File: config.mk
export PLATFORM = sky130hd
export DESIGN_NAME = sync_serial_port_byte
export DESIGN_NICKNAME = d
export VERILOG_FILES = /design/src/inc/ssp_pkg.sv /design/src/logic/shift_engine.sv /design/src/logic/sync_serial_port_byte.sv
export SDC_FILE = /design/constraint.sdc
export NUM_CORES = 1
export LEC_CHECK = 0
export ABC_AREA = 1
export BUFFER_PORTS_ARGS = -buffer_cell sky130_fd_sc_hd__buf_4
export CAP_MARGIN = 15
export CELL_PAD_IN_SITES_DETAIL_PLACEMENT = 0
export CELL_PAD_IN_SITES_GLOBAL_PLACEMENT = 1
export CORE_UTILIZATION = 37
export CTS_BUF_LIST = sky130_fd_sc_hd__clkbuf_4 sky130_fd_sc_hd__clkbuf_8
export CTS_CLUSTER_DIAMETER = 100
export DETAILED_ROUTE_END_ITERATION = 12
export PLACE_DENSITY_LB_ADDON = 0.3
export SYNTH_ARGS = -nofsm -noshare
export SYNTH_HDL_FRONTEND = slang
export SYNTH_SLANG_ARGS = --single-unit
export TNS_END_PERCENT = 20
File: constraint.sdc
create_clock -name clk_i -period 1.65 [get_ports clk_i]
set_input_delay 0.0825 -clock clk_i [delete_from_list [all_inputs] [get_ports clk_i]]
set_output_delay 0.0825 -clock clk_i [all_outputs]
set_load 0.01 [all_outputs]
File: src/inc/ssp_pkg.sv
// Purpose: Shared constants for the byte-wide synchronous serial port
// Assumes: Word-per-register Wishbone map, byte address is four times the index
// Notes:   Control bit positions, reset values and clock divisors live here
package ssp_pkg;

	////////////////////////////////////////////////////////////////////////
	// Register indices, byte address is index times four
	localparam logic [7:0] CTRL_IDX     = 8'hc0;
	localparam logic [7:0] BUF_IDX      = 8'hc1;
	localparam logic [7:0] IRQ_STAT_IDX = 8'hd0;
	localparam logic [7:0] IRQ_CLR_IDX  = 8'hd1;
	localparam logic [7:0] IRQ_EN_IDX   = 8'hd2;

	////////////////////////////////////////////////////////////////////////
	// Control register fields
	localparam int DONE_POS   = 7;
	localparam int REG_ON_POS = 5;
	localparam int RXGO_POS   = 4;
	localparam int RATE_POS   = 3;
	localparam int EDGE_POS   = 2;
	localparam int DIR_POS    = 1;
	localparam int FUNC_POS   = 0;
	localparam logic [7:0] CTRL_WMASK = 8'h3f;
	localparam logic [7:0] CTRL_RST   = 8'h00;
	localparam logic [7:0] BUF_RST    = 8'h00;

	////////////////////////////////////////////////////////////////////////
	// Interrupt status fields
	localparam int IRQ_TX_POS = 0;
	localparam int IRQ_RX_POS = 1;
	localparam logic [1:0] IRQ_RST = 2'h0;

	////////////////////////////////////////////////////////////////////////
	// Serial clock divisors and bit count
	localparam int DIV_FAST = 2;
	localparam int DIV_SLOW = 256;
	localparam logic [6:0] HALF_FAST_M1 = 7'(DIV_FAST / 2 - 1);
	localparam logic [6:0] HALF_SLOW_M1 = 7'(DIV_SLOW / 2 - 1);
	localparam logic [2:0] LAST_BIT     = 3'h7;

endpackage : ssp_pkg

File: src/logic/shift_engine.sv
// Purpose: Bit engine, makes or follows the serial clock and shifts one byte
// Assumes: Serial clock and data inputs arrive already synchronised
// Notes:   MSB first, first bit is driven before the first clock edge
`timescale 1ns/100ps
`default_nettype none
module shift_engine
	import ssp_pkg::*;
(
	input  wire logic       clk_i,
	input  wire logic       rst_i,
	input  wire logic       start_i,
	input  wire logic [7:0] tx_byte_i,
	input  wire logic       ext_clk_i,
	input  wire logic       rate_i,
	input  wire logic       edge_i,
	input  wire logic       sclk_in_i,
	input  wire logic       sdata_in_i,
	output logic            sclk_o,
	output logic            sdata_o,
	output logic            busy_o,
	output logic            done_o,
	output logic [7:0]      rx_byte_o
);
	import ssp_pkg::*;

	logic       busy_r, busy_nxt, sclk_r, sclk_nxt, out_r, out_nxt;
	logic       done_r, done_nxt, prev_r;
	logic [7:0] sh_r, sh_nxt;
	logic [2:0] cnt_r, cnt_nxt;
	logic [6:0] div_r, div_nxt;
	logic       tick, rise, fall, latch, launch;

	////////////////////////////////////////////////////////////////////////
	// Edge finding, divider and shift sequence
	always_comb begin
		tick     = (div_r == (rate_i ? HALF_SLOW_M1 : HALF_FAST_M1));
		rise     = ext_clk_i ? (sclk_in_i & ~prev_r) : (tick & ~sclk_r);
		fall     = ext_clk_i ? (~sclk_in_i & prev_r) : (tick & sclk_r);
		latch    = edge_i ? rise : fall;
		launch   = edge_i ? fall : rise;
		busy_nxt = busy_r;
		sclk_nxt = sclk_r;
		out_nxt  = out_r;
		sh_nxt   = sh_r;
		cnt_nxt  = cnt_r;
		div_nxt  = 7'h00;
		done_nxt = 1'b0;
		if (!busy_r) begin
			sclk_nxt = edge_i;
			if (start_i) begin
				busy_nxt = 1'b1;
				sh_nxt   = tx_byte_i;
				out_nxt  = tx_byte_i[7];
				cnt_nxt  = 3'h0;
			end
		end else begin
			div_nxt = tick ? 7'h00 : div_r + 7'h01;
			if (!ext_clk_i && tick) begin
				sclk_nxt = ~sclk_r;
			end
			if (latch) begin
				sh_nxt  = {sh_r[6:0], sdata_in_i};
				cnt_nxt = cnt_r + 3'h1;
				if (cnt_r == LAST_BIT) begin
					busy_nxt = 1'b0;
					done_nxt = 1'b1;
				end
			end
			if (launch && cnt_r != 3'h0) begin
				out_nxt = sh_r[7];
			end
		end
	end

	// Engine state
	always_ff @(posedge clk_i) begin
		if (rst_i) begin
			busy_r <= 1'b0;
			sclk_r <= 1'b0;
			out_r  <= 1'b0;
			done_r <= 1'b0;
			prev_r <= 1'b0;
			sh_r   <= 8'h00;
			cnt_r  <= 3'h0;
			div_r  <= 7'h00;
		end else begin
			busy_r <= busy_nxt;
			sclk_r <= sclk_nxt;
			out_r  <= out_nxt;
			done_r <= done_nxt;
			prev_r <= sclk_in_i;
			sh_r   <= sh_nxt;
			cnt_r  <= cnt_nxt;
			div_r  <= div_nxt;
		end
	end

	assign sclk_o    = sclk_r;
	assign sdata_o   = out_r;
	assign busy_o    = busy_r;
	assign done_o    = done_r;
	assign rx_byte_o = sh_r;
endmodule : shift_engine
`default_nettype wire

File: src/logic/sync_serial_port_byte.sv
// Purpose: Byte-wide synchronous serial port with Wishbone register access
// Assumes: Classic Wishbone slave, 32-bit data, byte lane 0 carries the registers
// Notes:   Pins are split into input, output and output enable
`timescale 1ns/100ps
`default_nettype none
// Functional notes
// - Completion flag set by hardware after all eight bits shifted.
// - Entering interrupt service clears completion flag; software may clear it too.
// - Receive enable bit written from zero to one starts one byte receive.
// - Generated clock runs at oscillator over 2, or over 256 when selected.
// - Edge select 0 latches on falling, idle low; 1 rising, idle high.
// - Clock direction 0 drives clock pin out; 1 takes it as input.
// - Function select 0 leaves pins as plain I/O; 1 gives them to port.
// - Buffer address: reads return receive register, writes load transmit buffer.
// - Control register holds regulator on bit, exported as control output.
// - Control register resets to zero: plain I/O, clock as output.
module sync_serial_port_byte
	import ssp_pkg::*;
(
	input  wire logic        clk_i,
	input  wire logic        rst_i,
	input  wire logic        wb_cyc_i,
	input  wire logic        wb_stb_i,
	input  wire logic        wb_we_i,
	input  wire logic [11:0] wb_adr_i,
	input  wire logic [3:0]  wb_sel_i,
	input  wire logic [31:0] wb_dat_i,
	output logic [31:0]      wb_dat_o,
	output logic             wb_ack_o,
	input  wire logic        intr_ack_i,
	output logic             irq_o,
	output logic             reg_on_o,
	input  wire logic        clk_pin_i,
	output logic             clk_pin_o,
	output logic             clk_pin_oe_o,
	input  wire logic        data_pin_i,
	output logic             data_pin_o,
	output logic             data_pin_oe_o,
	input  wire logic        gpio_clk_out_i,
	input  wire logic        gpio_clk_oe_i,
	input  wire logic        gpio_data_out_i,
	input  wire logic        gpio_data_oe_i,
	output logic             gpio_clk_in_o,
	output logic             gpio_data_in_o
);
	import ssp_pkg::*;

	////////////////////////////////////////////////////////////////////////
	// Declarations
	logic [7:0]  ctrl_r, ctrl_nxt;
	logic [7:0]  txbuf_r, txbuf_nxt;
	logic [7:0]  rx_r, rx_nxt;
	logic [1:0]  irq_st_r, irq_st_nxt;
	logic [1:0]  irq_en_r, irq_en_nxt;
	logic        ack_r, ack_nxt;
	logic [31:0] dat_r, dat_nxt;
	logic        irq_r, irq_nxt;
	logic        tx_mode_r, tx_mode_nxt;
	logic        clk_o_r, clk_o_nxt, clk_oe_r, clk_oe_nxt;
	logic        dat_o_r, dat_o_nxt, dat_oe_r, dat_oe_nxt;
	logic        clk_s1_r, clk_s2_r, dat_s1_r, dat_s2_r;
	logic        acc, wr, rd;
	logic [9:0]  widx;
	logic        rx_go, tx_go, start;
	logic        eng_sclk, eng_sdata, eng_busy, eng_done;
	logic [7:0]  eng_rx;

	////////////////////////////////////////////////////////////////////////
	// Pin synchronisers, two flops before any logic
	always_ff @(posedge clk_i) begin
		if (rst_i) begin
			clk_s1_r <= 1'b0;
			clk_s2_r <= 1'b0;
			dat_s1_r <= 1'b0;
			dat_s2_r <= 1'b0;
		end else begin
			clk_s1_r <= clk_pin_i;
			clk_s2_r <= clk_s1_r;
			dat_s1_r <= data_pin_i;
			dat_s2_r <= dat_s1_r;
		end
	end

	////////////////////////////////////////////////////////////////////////
	// Bit engine
	shift_engine u_engine (
		.clk_i      (clk_i),
		.rst_i      (rst_i),
		.start_i    (start),
		.tx_byte_i  (txbuf_nxt),
		.ext_clk_i  (ctrl_r[DIR_POS]),
		.rate_i     (ctrl_r[RATE_POS]),
		.edge_i     (ctrl_r[EDGE_POS]),
		.sclk_in_i  (clk_s2_r),
		.sdata_in_i (dat_s2_r),
		.sclk_o     (eng_sclk),
		.sdata_o    (eng_sdata),
		.busy_o     (eng_busy),
		.done_o     (eng_done),
		.rx_byte_o  (eng_rx)
	);

	////////////////////////////////////////////////////////////////////////
	// Bus decode
	assign widx = wb_adr_i[11:2];
	assign acc  = wb_cyc_i & wb_stb_i & ~ack_r;
	assign wr   = acc & wb_we_i & wb_sel_i[0];
	assign rd   = acc & ~wb_we_i;

	// Transfer starts, a busy engine ignores new starts
	assign rx_go = wr && widx == {2'b00, CTRL_IDX} && wb_dat_i[RXGO_POS]
		&& !ctrl_r[RXGO_POS] && ctrl_r[FUNC_POS];
	assign tx_go = wr && widx == {2'b00, BUF_IDX} && ctrl_r[FUNC_POS];
	assign start = (rx_go | tx_go) & ~eng_busy;

	////////////////////////////////////////////////////////////////////////
	// Register file, completion flag and interrupts
	always_comb begin
		ctrl_nxt    = ctrl_r;
		txbuf_nxt   = txbuf_r;
		rx_nxt      = rx_r;
		irq_st_nxt  = irq_st_r;
		irq_en_nxt  = irq_en_r;
		tx_mode_nxt = tx_mode_r;
		ack_nxt     = acc;
		dat_nxt     = 32'h0000_0000;
		// Register writes
		if (wr) begin
			case (widx)
				{2'b00, CTRL_IDX}: begin
					ctrl_nxt[5:0]    = wb_dat_i[5:0] & CTRL_WMASK[5:0];
					ctrl_nxt[DONE_POS] = ctrl_r[DONE_POS] & wb_dat_i[DONE_POS];
				end
				{2'b00, BUF_IDX}:     txbuf_nxt = wb_dat_i[7:0];
				{2'b00, IRQ_CLR_IDX}: irq_st_nxt = irq_st_r & ~wb_dat_i[1:0];
				{2'b00, IRQ_EN_IDX}:  irq_en_nxt = wb_dat_i[1:0];
				default: ;
			endcase
		end
		// Mode of the transfer being started
		if (start) begin
			tx_mode_nxt = tx_go;
		end
		// Entering interrupt service clears the flag
		if (intr_ack_i) begin
			ctrl_nxt[DONE_POS] = 1'b0;
		end
		// End of byte: set wins over any clear in the same cycle
		if (eng_done) begin
			ctrl_nxt[DONE_POS] = 1'b1;
			rx_nxt = eng_rx;
			if (tx_mode_r) begin
				irq_st_nxt[IRQ_TX_POS] = 1'b1;
			end else begin
				irq_st_nxt[IRQ_RX_POS] = 1'b1;
			end
		end
		// Read data, unmapped reads as zero
		if (rd) begin
			case (widx)
				{2'b00, CTRL_IDX}:     dat_nxt = {24'h00_0000, ctrl_r};
				{2'b00, BUF_IDX}:      dat_nxt = {24'h00_0000, rx_r};
				{2'b00, IRQ_STAT_IDX}: dat_nxt = {30'h0000_0000, irq_st_r};
				{2'b00, IRQ_EN_IDX}:   dat_nxt = {30'h0000_0000, irq_en_r};
				default:               dat_nxt = 32'h0000_0000;
			endcase
		end
		irq_nxt = |(irq_st_r & irq_en_r);
	end

	// Register state
	always_ff @(posedge clk_i) begin
		if (rst_i) begin
			ctrl_r    <= CTRL_RST;
			txbuf_r   <= BUF_RST;
			rx_r      <= BUF_RST;
			irq_st_r  <= IRQ_RST;
			irq_en_r  <= IRQ_RST;
			tx_mode_r <= 1'b0;
			ack_r     <= 1'b0;
			dat_r     <= 32'h0000_0000;
			irq_r     <= 1'b0;
		end else begin
			ctrl_r    <= ctrl_nxt;
			txbuf_r   <= txbuf_nxt;
			rx_r      <= rx_nxt;
			irq_st_r  <= irq_st_nxt;
			irq_en_r  <= irq_en_nxt;
			tx_mode_r <= tx_mode_nxt;
			ack_r     <= ack_nxt;
			dat_r     <= dat_nxt;
			irq_r     <= irq_nxt;
		end
	end

	////////////////////////////////////////////////////////////////////////
	// Pin multiplexing between port and plain I/O
	always_comb begin
		if (ctrl_r[FUNC_POS]) begin
			clk_o_nxt  = eng_sclk;
			clk_oe_nxt = ~ctrl_r[DIR_POS];
			dat_o_nxt  = eng_sdata;
			dat_oe_nxt = tx_mode_r;
		end else begin
			clk_o_nxt  = gpio_clk_out_i;
			clk_oe_nxt = gpio_clk_oe_i;
			dat_o_nxt  = gpio_data_out_i;
			dat_oe_nxt = gpio_data_oe_i;
		end
	end

	// Pin output flops
	always_ff @(posedge clk_i) begin
		if (rst_i) begin
			clk_o_r  <= 1'b0;
			clk_oe_r <= 1'b0;
			dat_o_r  <= 1'b0;
			dat_oe_r <= 1'b0;
		end else begin
			clk_o_r  <= clk_o_nxt;
			clk_oe_r <= clk_oe_nxt;
			dat_o_r  <= dat_o_nxt;
			dat_oe_r <= dat_oe_nxt;
		end
	end

	////////////////////////////////////////////////////////////////////////
	// Outputs
	assign wb_dat_o       = dat_r;
	assign wb_ack_o       = ack_r;
	assign irq_o          = irq_r;
	assign reg_on_o       = ctrl_r[REG_ON_POS];
	assign clk_pin_o      = clk_o_r;
	assign clk_pin_oe_o   = clk_oe_r;
	assign data_pin_o     = dat_o_r;
	assign data_pin_oe_o  = dat_oe_r;
	assign gpio_clk_in_o  = clk_s2_r;
	assign gpio_data_in_o = dat_s2_r;
endmodule : sync_serial_port_byte
`default_nettype wire

== Word-level counts from Yosys, hierarchy flattened ==
Index checks and enable logic that the tools add are counted.

* Bits in registers: 93
* Logic and storage cells: 122

* $add $sub $neg: 2
* Equality and inequality tests: 10
* Multiplexer cells: 37
* Bitwise logic cells: 24
* Reductions and logical operators: 23

{| class="wikitable"
|+ Operator list
! operator !! number
|-
| equality test 10 x 8 -> 1 bit (second input constant) || 5
|-
| 2-to-1 mux 8 bit || 5
|-
| one-hot mux 8 bit (4 select lines) || 1
|-
| 2-to-1 mux 1 bit || 24
|-
| bitwise AND 1 bit || 11
|-
| AND reduction 2 bit || 5
|-
| 2-to-1 mux 3 bit || 3
|-
| inverter 1 bit || 9
|-
| nonzero test 3 bit || 3
|-
| logical AND 1 bit || 8
|-
| adder 7 x 1 -> 7 bit (second input constant) || 1
|-
| equality test 7 bit || 1
|-
| 2-to-1 mux 7 bit || 1
|-
| 2-to-1 mux 2 bit || 3
|-
| inequality test 2 bit (second input constant) || 3
|-
| OR reduction 3 bit || 2
|-
| bitwise AND 2 bit || 2
|-
| OR reduction 2 bit || 2
|-
| adder 3 x 1 -> 3 bit (second input constant) || 1
|-
| equality test 3 bit (second input constant) || 1
|-
| zero test 1 bit || 2
|-
| inverter 2 bit || 1
|-
| nonzero test 2 bit || 1
|-
| bitwise OR 1 bit || 1
|}

== Longest topological paths before layout ==
Gate-level depths: netlist (run 1).

* Word-level depth: 12
* Depth in mapped cells: 11

== Hierarchy ==
Synthesis (run 1) repeated with hierarchy kept, for this count alone.

* Cell total of the unflattened synthesis: 442
* Area total of the unflattened synthesis: 3314.4 um^2

{| class="wikitable"
|+ Modules (own cells, without submodules)
! module !! instances !! cells an instance !! area each (um^2) !! seq. area each (um^2)
|-
| sync_serial_port_byte || 1 || 269 || 2085.8 || 920.9
|-
| shift_engine || 1 || 173 || 1228.7 || 460.4
|}

== Worst setup path after synthesis (run 1) ==
No wires, ideal clock.

* Path type: flip-flop to flip-flop
* Start: register ctrl_r[0]
* End: register u_engine.sh_r[0] (netlist: u_engine.rx_byte_o[0])
* Arrival: 1357 ps
* Slack: 178 ps
* Cell stages (with the launch flop): 10
* Path buffers: 1
* Clock period less this slack: 1472 ps
* Cells stage by stage: dfxtp_1 > inv_2 > nor2_1 > inv_1 > or2_2 > nor2_2 > nor2_2 > buf_6 > a21oi_1 > nor2_1

* Cells in the longest elaborated chain, start to end: 5
* Elaborated cells between the ends (all ways): 6
* Those cells by class: bitwise: 2; reduce/logical: 4

{| class="wikitable"
|+ Ends and longest elaborated chain
! element !! RTL line !! source
|-
| from (decl) || sync_serial_port_byte.sv:50 || <nowiki>logic [7:0] ctrl_r, ctrl_nxt;</nowiki>
|-
| from (signal assigned) || sync_serial_port_byte.sv:184 || <nowiki>ctrl_r <= ctrl_nxt;</nowiki>
|-
| logical AND 1 bit, on equally long branches || sync_serial_port_byte.sv:112, sync_serial_port_byte.sv:113 ||
|-
| bitwise OR 1 bit (*) || sync_serial_port_byte.sv:114 || <nowiki>assign start = (rx_go | tx_go) & ~eng_busy;</nowiki>
|-
| bitwise AND 1 bit (*) || sync_serial_port_byte.sv:114 ||
|-
| nonzero test 2 bit (no line) (*) || - ||
|-
| AND reduction 2 bit (no line) (*) || - ||
|-
| to (signal assigned) || shift_engine.sv:92 || <nowiki>sh_r <= sh_nxt;</nowiki>
|-
| to (decl) || shift_engine.sv:28 || <nowiki>logic [7:0] sh_r, sh_nxt;</nowiki>
|}

Mark *: on every way between the ends. The rest lies on a longest branch, timed or not.
A chain may end at the register's enable or synchronous reset.

== Worst setup path after layout (run 1) ==
* Start: register ctrl_r[3]
* End: register u_engine.sh_r[5] (netlist: u_engine.rx_byte_o[5])

* Cells in the longest elaborated chain, start to end: 7
* Elaborated cells between the ends (all ways): 9
* Those cells by class: eq/ne: 2; mux: 4; bitwise: 2; reduce/logical: 1

{| class="wikitable"
|+ Ends and longest elaborated chain
! element !! RTL line !! source
|-
| 2-to-1 mux 7 bit (*) || shift_engine.sv:36 || <nowiki>tick = (div_r == (rate_i ? HALF_SLOW_M1 : HALF_FAST_M1));</nowiki>
|-
| equality test 7 bit (*) || shift_engine.sv:36 ||
|-
| bitwise AND 1 bit, on equally long branches || shift_engine.sv:38, shift_engine.sv:37 ||
|-
| 2-to-1 mux 1 bit, on equally long branches || shift_engine.sv:38, shift_engine.sv:37 ||
|-
| 2-to-1 mux 1 bit (*) || shift_engine.sv:39 || <nowiki>latch = edge_i ? rise : fall;</nowiki>
|-
| inequality test 2 bit (no line) (*) || - ||
|-
| AND reduction 2 bit (no line) (*) || - ||
|}

Marks and branches as above.

==> results list, run 1 <==
- Result of the run: completed
- Yosys printed 0 warnings.
- Sequential elements use 42.81% of the synthesized area.
* Clock tree from TritonCTS: built
- Data arrival at the endpoint of the critical path: 1.79 ns
- Input and output buffers added on the ports amount to 47.
- At the end of routability-driven placement, the weighted congestion stood at 0.7867.
- The H-tree was split into 3 levels.
- The initial antenna violation count was 0.
* Fraction of the mapped netlist area in simple logic gates: 27.88%
- Counting flops and latches in the post-synthesis netlist gives 69.
- Count of pins on the block boundary: 101
- The floorplan step set the die height to 95.39 µm.
- Minimum clock period: 1.550 ns
* Worst-Skew Late Latency: 0.34 ns
- Top Family by Delay on Critical Path: simple AND/OR/NAND/NOR gates
* Path type of the worst setup path: flop to flop
* Period Utilization, post-route: 93.94%
* Nets@finish: 576
- Via count of the first global-routing pass: 2511
- The synthesized netlist devotes 11.44% of its cell area to compound gates.
- After synthesis, the largest family of logic cells by area is simple AND/OR/NAND/NOR gates.
* Adder-Cell Fraction of Synth Area: 1.551%
* Critical path's most frequent cell: nand3_2
* Worst clock skew: 0.005990 ns
- Post-DR wirelength/cell: 12.06 µm
* Maximum buffer depth of the clock tree: 2
* WL final: 7.504 mm
* DRC violation count after routing: 0
- Detailed placement finished with a half-perimeter wire length of 5.418 mm.
- The clock net in this run drives a total of 69 sinks.
* Actual slew at the worst max-slew pin: 0.5641 ns
* Area enclosed by the die boundary: 9098 µm²
- Summed over all layers, the global routing overflow is 0.
* GR Util All Layers: 17.29%
- Based on the critical path, the design can be clocked at up to 645.1 MHz.
- First-pass GRT wire length: 11.92 mm
- Classification of the worst-slack hold path: primary input to flop
* Cell chain of the critical path: nor2_1 -> nand2_1 -> o21ai_4 -> nand3_2 -> nand3_2 -> nand3_2 -> buf_4 -> a21oi_1 -> nor2_1
* CP Data Required Time: 1.89 ns
- The worst setup path is launched from a flop.
- Fraction of final layout cells sized beyond drive strength 1: 22.63%
- Number of vias per cell: 4.609
- Unrepaired setup endpoints after global routing: true
- TritonCTS created 9 clock buffers.
- Detailed-routing iteration count for the pre-antenna-repair pass: 4
- Clk root buf: clkbuf_8
* Slew HR: 62.31%
* Maximum number of pins on one net before global-route repair: 29
- Total power per unit cell area: 909.1 nW/µm²
- CP bufs+invs: 1
- Crit path largest cell delay: 0.35 ns
- The die is 95.39 µm wide.
- Synthesis handed over a netlist of 443 instances.
- After synthesis, the netlist uses 32 different library cells.
- The hold violation count in the final report came to 0.
- Count of buffers added by post-CTS timing repair for setup: 0
- Number of max-cap violations: 0
- IR analysis of the VDD net gives a maximum drop of 0.4653 mV.
* Static leakage power: 0.001863 µW
* Mux contribution to synthesized area: 0%
- Syn avg cell area: 7.284 µm²
- In this run, the number of DRC markers left after iteration 0 of detailed routing was 129.
- Post-Synthesis Cell Area: 3227 µm²
- In this run the worst path has a maximum fanout of 8.
- Final-report max-slew violation count: 0
* Effective utilization at floorplan: 38.69%
* Endpoint class of the critical path: flop
- The repair_antennas step left the layout with diodes totalling 0.
* Synthesis-to-layout area growth: 26.44%
- Of the total synthesized cell area, the portion taken by XOR and XNOR cells is 1.357%.
- Hold is met by 0.01084 ns.
- After floorplanning, the core was divided into 33 placement rows.
- Leaving out fill and tap cells, the most frequent cell in the layout is nand2_1.
- Most frequent cells in the layout: nand2_1, buf_4, dfxtp_1, inv_1, nor2_1
- After clock tree synthesis, the clock-pin slew on the worst setup and hold paths is 0.08 ns.
* Number of antenna-violating nets in the routed design: 0
* Final total negative setup slack: 0 ns
- The region available for standard cell placement spans 8341 µm².
* Routed via count: 2867
- The slowest stage of the critical path is the dfxtp_1 cell.
- Setup violations remaining at the end of the flow were counted as 0.
==> worst min-delay path: stages <==
cell and delay, ns:
buf_4 0.08, o21ai_0 0.06, a21oi_1 0.10
==> worst paths after layout <==
check / startpoint / end / slack [ns] / cells after the start
max: ctrl_r[3]$_SDFFE_PP0N_ / u_engine.rx_byte_o[5]$_SDFFE_PP0P_ / 0.1 / 9
min: gpio_data_out_i / data_pin_o$_SDFF_PP0_ / 0.01 / 3
max reg2reg: ctrl_r[3]$_SDFFE_PP0N_ / u_engine.rx_byte_o[5]$_SDFFE_PP0P_ / 0.1 / 9
min reg2reg: dat_s1_r$_SDFF_PP0_ / gpio_data_in_o$_SDFF_PP0_ / 0.41 / 2
==> routing by layer <==
layer	routed length (µm)	part of all wire, %	up-vias	track usage (%)
li1	-	-	1511	-
met1	3589	48	1267	23.20
met2	3368	45	82	27.02
met3	476	6.3	7	5.183
met4	71	0.95	0	4.478
met5	0	0	-	0
==> timing repair <==
action | in CTS | in global routing
endpoints found under the hold margin | 3 | 1
setup endpoints to repair | 13 | 13
gates cloned | 0 | 1
hold buffers | 3 | 1
resized for setup | 2 | 15
pin swaps | 0 | 1
==> final cells by class <==
| cell class | count | area, µm² |
|---|---|---|
| clock inverters | 7 | 146.4 |
| clock buffers | 9 | 123.9 |
| well taps | 105 | 131.4 |
| fillers | 845 | 4260 |
| flip-flops and latches | 69 | 1385 |
| repair buffers | 75 | 580.6 |
| multi-input cells | 300 | 1496 |
| inverters | 57 | 216.5 |
==> logic make-up (layout without fill, tap and decap cells) <==
family / after synthesis / count (layout)
other: 1 / 24
and+or+nand+nor: 197 / 197
buffers and inverters: 97 / 148
xor gates and xnor gates: 5 / 5
DFF: 69 / 69
AOI/OAI and AO/OA: 70 / 70
adders and majority gates: 4 / 4
==> cell usage after synthesis <==
library cell | n | area share [%]
nand3_1 | 47 | 7.3
buf_6 | 2 | 0.70
and3b_1 | 1 | 0.27
nand2_1 | 77 | 9.0
a211oi_1 | 2 | 0.47
or2_2 | 3 | 0.58
nand3_4 | 1 | 0.54
a21oi_1 | 42 | 6.5
nand3_2 | 4 | 1.2
o211ai_1 | 4 | 0.93
nor2_4 | 1 | 0.35
clkinv_1 | 2 | 0.23
inv_2 | 3 | 0.35
nand4_1 | 3 | 0.58
ha_1 | 4 | 1.6
nor2_2 | 6 | 1.2
xnor2_1 | 2 | 0.54
inv_1 | 52 | 6.0
nor3_4 | 1 | 0.50
o21ai_0 | 21 | 3.3
xor2_1 | 3 | 0.81
nor2_1 | 50 | 5.8
nand2_2 | 1 | 0.19
buf_4 | 26 | 6.0
buf_1 | 2 | 0.23
conb_1 | 1 | 0.12
nor3b_1 | 1 | 0.23
nor3_1 | 1 | 0.15
o21ai_2 | 1 | 0.27
clkbuf_1 | 8 | 0.93
buf_2 | 2 | 0.31
dfxtp_1 | 69 | 43
==> sequential cells by signal, indices dropped and copies added (netlist names), 2 cells and up <==
name	cells
u_engine.rx_byte_o	8
u_engine.cnt_r	3
wb_dat_o	8
rx_r	8
u_engine.div_r	7
txbuf_r	8
irq_st_r	2
irq_en_r	2
ctrl_r	7
==> per-stage QoR <==
stage | setup slack, ns | cells | power [µW] | area (µm²) | util, %
floorplan | 0.1779 | 466 | 1840 | 3313 | -
detailed placement | -0.08607 | 601 | 1898 | 3705 | 44.42
global route | -0.02931 | 622 | 3867 | 4080 | 48.92
finish | 0.09995 | 622 | 3709 | 4080 | 48.92
CTS | 0.005271 | 620 | 3761 | 4011 | 48.09
global placement | -0.09470 | 601 | 1897 | 3705 | 44.42
==> report_power, final <==
group          switching (µW)  internal, µW
clock network             676          1170
logic                     105          82.2
registers                3.99          1670
Power figures use the tool's default switching activity.
==> inputs of run 2 (changes only) <==
==> constraint.sdc (replaced) <==
create_clock -name clk_i -period 1.65 [get_ports clk_i]
set_input_delay 0.165 -clock clk_i [delete_from_list [all_inputs] [get_ports clk_i]]
set_output_delay 0.165 -clock clk_i [all_outputs]
set_load 0.01 [all_outputs]
==> run 2 against run 1 <==
  * Fmax is 3.9% lower
  * Clock power decreased by 25%
  * First-iteration DRC count decreased by 28%
  * Sequential power about the same
  * Register-to-register slack got worse by 0.06 ns
==> results list, run 2 (synthesized netlist as in run 1, its figures left out) <==
- The run finished with clean final reports.
- The number of buffers inserted during clock tree synthesis came to 9 (unchanged).
- The number of rows in the core area was 33 (unchanged).
- Post-DR wirelength/cell: 12.66 µm (+4.9%)
* Slowest CP cell: dfxtp_4
- Effective utilization at floorplan: 38.69% (unchanged)
* Synthesis-to-layout area growth: 28.31%
- The final max-slew violation count was 0 (unchanged).
- Die Height: 95.39 µm (unchanged)
* Period Utilization, post-route: 97.70% (+3.8 points)
- The total power divided by cell area came to 780.9 nW/µm² (-14%).
* Routed via count: 2919 (+1.8%)
- Total count of hold-check failures in the final report: 0 (unchanged)
- Number of hold-repair buffers added at the cts stage: 0 (-3)
- The largest incremental delay on the critical path is 0.36 ns (about the same).
- The number of antenna diodes is 0 (unchanged).
* Number of vias per cell: 4.708 (+2.1%)
- Count of placed standard cells including taps: 596 (-0.83%)
* Cell chain of the critical path: nor2_2 -> nand2_2 -> o21ai_4 -> nand3_2 -> nand3_2 -> nand3_4 -> clkbuf_16 -> a21oi_1 -> nor2_1
- Final cell utilization of the core: 49.64% (+0.72 points)
- TritonCTS built the clock tree.
* Maximum buffer depth of the clock tree: 2 (unchanged)
- Design Area, Final: 4140 µm² (+1.5%)
- # setup viols final: 0 (unchanged)
* Data arrival at the endpoint of the critical path: 1.85 ns (+0.06 ns)
* Number of antenna-violating nets in the routed design: 0 (unchanged)
- Count of pins on the block boundary: 101 (unchanged)
- Setup repair after global routing could not meet its margin everywhere.
- Endpoint class of the critical path: flop
* Classification of the worst-slack hold path: primary input to flop
- # H-tree levels: 3 (unchanged)
- Clk root buf: clkbuf_8
- The initial antenna violation count was 0 (unchanged).
- Global-route congestion overflow total: 0 (unchanged)
* Path type of the worst setup path: flop to flop
- DRC violation count after routing: 0 (unchanged)
- Area after DPL: 3680 µm² (-0.68%)
* Initial drt markers: 93 (-28%)
* Detailed-routing iteration count for the pre-antenna-repair pass: 4 (unchanged)
* Critical path's most frequent cell: nand3_2
- The core area came to 8341 µm² (unchanged).
* RD Place Congestion: 0.7980 (+1.4%)
- Static leakage power: 0.001877 µW (+0.79%)
* Nets@finish: 574 (-0.35%)
- Maximum number of pins on one net before global-route repair: 29 (unchanged)
- Most common cell after layout, fill and taps aside: nand2_1
- The required time of the worst setup path was 1.89 ns (about the same).
- The final worst clock skew was 0.007320 ns (+0.001330 ns).
- Count of buffers inserted at the top-level ports: 47 (unchanged)
- First-pass GRT wire length: 11.89 mm (-0.23%)
- Via count of the first global-routing pass: 2551 (+1.6%)
- The worst hold slack across all endpoints came to 0.01838 ns (+0.007535 ns).
* Number of max-cap violations: 0 (unchanged)
- Sort of element at the start of the critical path: flop
- WL final: 7.847 mm (+4.6%)
- Worst-path clk slew: 0.08 ns (about the same)
- The setup slack after layout was 0.03787 ns (-0.06208 ns).
* Final cell count without fillers: 620 (-0.32%)
* Maximum clock rate: 620.3 MHz (-3.9%)
- Most frequent cells in the layout: nand2_1, buf_4, dfxtp_1, inv_1, nor2_1
- The worst IR drop on VDD is 0.3721 mV (-20%).
- The fraction of final layout cells sized beyond drive strength 1 was 26.80% (+4.2 points).
- Die Span X: 95.39 µm (unchanged)
* Area enclosed by the die boundary: 9098 µm² (unchanged)
- Number of fillers in the final layout: 831 (-1.7%)
- Pre-CTS setup slack: -0.01516 ns (+0.07091 ns)
- Critical path peak fanout: 5 (-3)
* Sum of net half-perimeters after detailed placement: 5.346 mm (-1.3%)
- Broken down by cell family, the worst path's largest delay share belongs to simple AND/OR/NAND/NOR gates.
- The final critical path time including I/O delays and setup came to 1.612 ns (+0.06208 ns).
- The clock net sink count came to 69 (unchanged).
- GR Util All Layers: 17.41% (+0.11 points)
- The clock latency reported for the late side of the worst-skew pair was 0.34 ns (about the same).
- The worst path buffer plus inverter count was 1 (unchanged).
-- run 2: metal layers --
| metal | track usage (%) | part of all wire, % | vias to the layer above |
|---|---|---|---|
| met2 | 27.50 | 46 | 79 |
| met4 | 8.085 | 1.3 | 0 |
| met3 | 3.270 | 6.2 | 8 |
| met1 | 22.89 | 47 | 1330 |
| met5 | 0 | 0 | - |
| li1 | - | - | 1502 |
-- run 2: repair_timing --
item	4_1_cts	5_1_grt
gates cloned	0	4
pin swaps	0	13
setup endpoints to repair	9	13
resized for setup	1	41
buffers inserted	0	4
-- run 2: area by class of cell --
type	count	area (µm²)	area share [%]
repair buffers	73	624.3	15.08
multi-input cells	300	1572	37.96
clock inverters	6	63.81	1.541
clock buffers	10	131.4	3.173
inverters	57	216.5	5.228
flip-flops and latches	69	1401	33.85
well taps	105	131.4	3.173
-- run 2: worst register-to-register path: stages (launching register included) --
cell and delay [ns]:
dfxtp_4 0.36, nor2_2 0.10, nand2_2 0.07, o21ai_4 0.22, nand3_2 0.13, nand3_2 0.11
nand3_4 0.13, clkbuf_16 0.19, a21oi_1 0.12, nor2_1 0.06
-- run 2: final timing paths --
path | from | end | slack, ns | cells past startpoint
worst min-delay path | clk_pin_i | clk_s1_r$_SDFF_PP0_ | 0.02 | 3
worst max-delay path | u_engine.div_r[4]$_SDFF_PP0_ | u_engine.rx_byte_o[4]$_SDFFE_PP0P_ | 0.04 | 9
worst max register to register | u_engine.div_r[4]$_SDFF_PP0_ | u_engine.rx_byte_o[4]$_SDFFE_PP0P_ | 0.04 | 9
worst min register to register | dat_s1_r$_SDFF_PP0_ | gpio_data_in_o$_SDFF_PP0_ | 0.40 | 2
-- run 2: stage by stage --
step | setup TNS (ns) | total power, µW
2_1_floorplan | 0 | 1840
3_3_place_gp | 0 | 1895
3_5_place_dp | -0.03807 | 1895
4_1_cts | 0 | 3268
5_1_grt | -0.3965 | 3355
6_report | 0 | 3233
-- run 2: report_power, final --
part / internal [µW] / total [µW] / leakage, µW / switching (µW)
sequential: 1670 / 1670 / 0.000563 / 4.30
clock: 712 / 1380 / 0.0000957 / 668
combinational: 74.9 / 180 / 0.00122 / 105
total: 2460 / 3230 / 0.00188 / 778
==> inputs of run 3 (changes only) <==
ABC_AREA = unset   (was 1)
CORE_UTILIZATION = 39   (was 37)
RECOVER_POWER = 25   (was unset)
==> run 3 against run 2 <==
  * The flow now finishes with violations (setup timing)
  * Clock power up 10%
  * Register-to-register slack got worse by 0.17 ns
  * Die area shrank 4.8%
  * Combinational power is 14% higher
  * Via count fell by 5.6%
==> results list, run 3 <==
- The global-route total usage across every layer was 18.41% (+1.0 points).
* First-pass GRT wire length: 12.30 mm (+3.4%)
- The synthesized instance count was 359 (-19%).
- Portion of the post-synthesis area used by sequential elements: 42.72% (-0.083 points)
- The worst IR drop on VDD was 0.4156 mV (+12%).
- The number of nets in the finished design is 513 (-11%).
* Internal power: 2625 µW (+6.9%)
* Sort of element at the start of the critical path: flop
- Clock tree from TritonCTS: built
* Worst slack on hold paths: 0.03647 ns (+0.01809 ns)
- In this run the critical register-to-register path is captured at u_engine.sdata_o$_SDFFE_PP0P_.
* Path type of the worst setup path: flop to flop
* Net switching component of the power: 782.1 µW (+0.58%)
* # H-tree levels: 3 (unchanged)
- Met1 usage: 24.65% (+1.8 points)
- Top cells by area, synth: dfxtp_1, mux2i_1, buf_4
- # setup viols final: 13 (+13)
- The final max-slew violation count is 0 (unchanged).
* Reg-to-reg setup timing slack: -0.13 ns (-0.17 ns)
- The layer flagged by global routing as most heavily used is met2.
* Synthesis-to-layout area growth: 29.72%
* Critical path peak fanout: 3 (-2)
* Syn avg cell area: 9.006 µm² (+24%)
- Failing checks: setup timing
- Clk root buf: clkbuf_8
- N_diodes: 0 (unchanged)
- The core area is 7888 µm² (-5.4%).
* Static leakage power: 0.001731 µW (-7.8%)
* Combined flip-flop and latch cell area: 1383 µm² (-1.3%)
* Number of vias per cell: 4.957 (+5.3%)
- Number of antenna-violating nets in the routed design: 0 (unchanged)
- Global Route met2 Usage: 28.62% (+1.1 points)
* Worst clock skew: 0.007036 ns (-0.0002837 ns)
- Routed via count: 2756 (-5.6%)
* Count of pins on the block boundary: 101 (unchanged)
- The placer's final routability congestion estimate was 0.8266 (+3.6%).
* Initial drt markers: 105 (+13%)
- WL final: 7.432 mm (-5.3%)
- The half-perimeter wire length after detailed placement came to 5.429 mm (+1.6%).
* Die Span X: 93.05 µm (-2.4%)
- Top cell type by total area after synthesis: dfxtp_1
- Worst-path clk slew: 0.08 ns (about the same)
- Count of buffers inserted at the top-level ports: 47 (unchanged)
- Number of fillers in the final layout: 758 (-8.8%)
- The fraction of final layout cells sized beyond drive strength 1 came to 27.53% (+0.74 points).
- Measured against its own limit, the worst slew margin works out to 51.40%.
* Detailed-routing iteration count for the pre-antenna-repair pass: 5 (+1)
- Endpoint class of the critical path: flop
- Number of clock buffers inserted by TritonCTS: 9 (unchanged)
* Worst-Skew Late Latency: 0.34 ns (about the same)
- The clock net sink count was 69 (unchanged).
- Met3 capacity usage during global routing: 3.496% (+0.23 points)
- Switching portion of total power: 22.96% (-1.1 points)
- Minimum clock period: 1.784 ns (+0.1722 ns)
- Actual slew at the worst max-slew pin: 0.7291 ns
- Effective utilization at floorplan: 40.99% (+2.3 points)
- The critical path data arrival time is 2.02 ns (+0.17 ns).
- Post-synth EDFFs: 0 (unchanged)
- Hold path startpoint: clk_pin_i
- The achievable frequency came to 560.4 MHz (-9.7%).
- Final cell utilization of the core: 53.17% (+3.5 points)
* Global-route congestion overflow total: 0 (unchanged)
* Final total negative setup slack: -1.227 ns (-1.227 ns)
- FF+latch count, synth: 69 (unchanged)
* Total power per unit cell area: 812.4 nW/µm² (+4.0%)
* Area occupied by multi-input gates: 1692 µm² (+7.6%)
- The distinct cell type count after synthesis is 56 (+75%).
- Setup repair after global routing could not meet its margin everywhere.
- Area enclosed by the die boundary: 8658 µm² (-4.8%)
- The routed length per instance was 13.37 µm (+5.6%).
- The reported max-cap violation count was 0 (unchanged).
- The initial antenna violation count was 0 (unchanged).
- Die Height: 93.05 µm (-2.4%)
- The part of the cycle the worst path needs is 108.1% (+10 points).
- The required time of the worst setup path is 1.88 ns (about the same).
* Maximum buffer depth of the clock tree: 2 (unchanged)
- The library cell used most frequently in the layout, excluding fill and tap cells, is buf_4.
- Primary FF master, synth: dfxtp_1
- The residual DRC count was 0 (unchanged).
* WHS Path Cells: 2 (-1)
* Asr flop ratio synth: 0% (unchanged)
- Share of total power in the clock network: 44.7% (+2.0 points)
- Post-route worst setup slack: -0.1343 ns (-0.1722 ns)
* Classification of the worst-slack hold path: primary input to flop
* Total number of placement rows: 32 (-3.0%)
- Depth of the worst register-to-register path: 5 (-4)
* Post-Synthesis Cell Area: 3233 µm² (+0.19%)
- For hold timing, the worst endpoint is clk_s1_r$_SDFF_PP0_.
- Sequential share of power: 49.3% (-2.4 points)
* Yosys synthesis warning count: 0 (unchanged)
- The number of hold-repair buffers added at the cts stage was 0 (unchanged).
- Proportion of netlist area held by the largest area contributor: 42.72% (-0.083 points)
- In the layout the commonest cells are buf_4, dfxtp_1, nor2_1, mux2i_1.
- Most instantiated cells after synthesis: dfxtp_1, nor2_1, mux2i_1, buf_4, nand2_1
- Most instantiated library cell after synthesis: dfxtp_1
* Total count of hold-check failures in the final report: 0 (unchanged)
- Result of the run: finished with violations
- The number of global-route vias before repair is 2568 (+0.67%).
- Reg-to-Reg Start: u_engine.div_r[0]$_SDFF_PP0_
- Maximum number of pins on one net before global-route repair: 41 (+41%)
* Gate power share: 6.0% (+0.4 points)
==> run 3: changes by cell type after synthesis, moves of 5 or more <==
cell      before  now
nand2_1       77   24
nand3_1       47    6
inv_1         52   17
mux2i_1        0   28
a21oi_1       42   22
o21ai_0       21    6
nor2b_1        0   10
nand2b_1       0    9
o221ai_1       0    8
a22oi_1        0    7
nor2_2         6    1
==> run 3: per-stage QoR <==
step / instances / setup slack, ns / total power, µW / cell area [µm²]
after floorplan: 382 / -0.2081 / 1850 / 3346
after global placement: 539 / -0.2739 / 1923 / 3950
after detailed placement: 539 / -0.2393 / 1925 / 3950
after CTS: 555 / -0.1363 / 3453 / 4183
after global routing: 556 / -0.1729 / 3550 / 4194
final: 556 / -0.1343 / 3407 / 4194
==> run 3: cell families after synthesis <==
kind of cell	after synthesis	share of synthesized area, %
AO/OA/AOI/OAI	59	12.89
XOR/XNOR	7	1.896
adder cells (fa/ha/maj)	4	1.548
buffers and inverters	58	9.907
flip-flops	69	42.72
multiplexers	31	9.830
other	1	0.1160
AND/OR/NAND/NOR	130	21.09
==> run 3: power by group through the flow <==
stage / Sequential, µW / Clock (µW) / Combinational, µW
global route: 1680 / 1640 / 225
global placement: 1720 / 0 / 205
CTS: 1680 / 1570 / 207
detailed placement: 1720 / 0 / 206
floorplan: 1720 / 0 / 128
finish: 1680 / 1520 / 205
==> run 3: how the worst max path moves through the flow <==
stage | from | slack [ns] | end | cells past startpoint
6_report | u_engine.div_r[0]$_SDFF_PP0_ | -0.13 | u_engine.sdata_o$_SDFFE_PP0P_ | 5
5_1_grt | u_engine.div_r[0]$_SDFF_PP0_ | -0.17 | u_engine.rx_byte_o[7]$_SDFFE_PP0P_ | 5
4_1_cts | u_engine.div_r[0]$_SDFF_PP0_ | -0.14 | u_engine.sdata_o$_SDFFE_PP0P_ | 5
3_5_place_dp | wb_adr_i[10] | -0.24 | txbuf_r[0]$_SDFF_PP0_ | 8
3_3_place_gp | wb_adr_i[3] | -0.27 | txbuf_r[2]$_SDFF_PP0_ | 8
2_1_floorplan | ctrl_r[3]$_SDFFE_PP0N_ | -0.21 | u_engine.rx_byte_o[7]$_SDFFE_PP0P_ | 6
==> run 3: metal layers <==
metal  vias to the layer above  wire, µm
li1                       1383         -
met1                      1299      3653
met2                        64      3391
met3                        10       267
met4                         0       119
met5                         -         0
==> run 3: timing repair <==
item                       in CTS  in global routing
setup endpoints to repair      21                 26
buffers inserted                0                  1
pin swaps                       4                  4
gates resized for setup         2                  5
cloned                          0                  0
==> run 3: worst max-delay path, cell delays in order, from the launching register on <==
cell	delay, ns
dfxtp_1	0.31
or4_4	0.54
nor2_4	0.15
o21ai_2	0.09
o311ai_2	0.26
mux2_4	0.32
==> run 3: area by class of cell <==
cell class	count	area share [%]
clock buffers	9	2.953
clock inverters	7	2.357
inverters	17	1.521
multi-input cells	255	40.33
flip-flops and latches	69	32.97
well taps	102	3.043
repair buffers	97	16.83
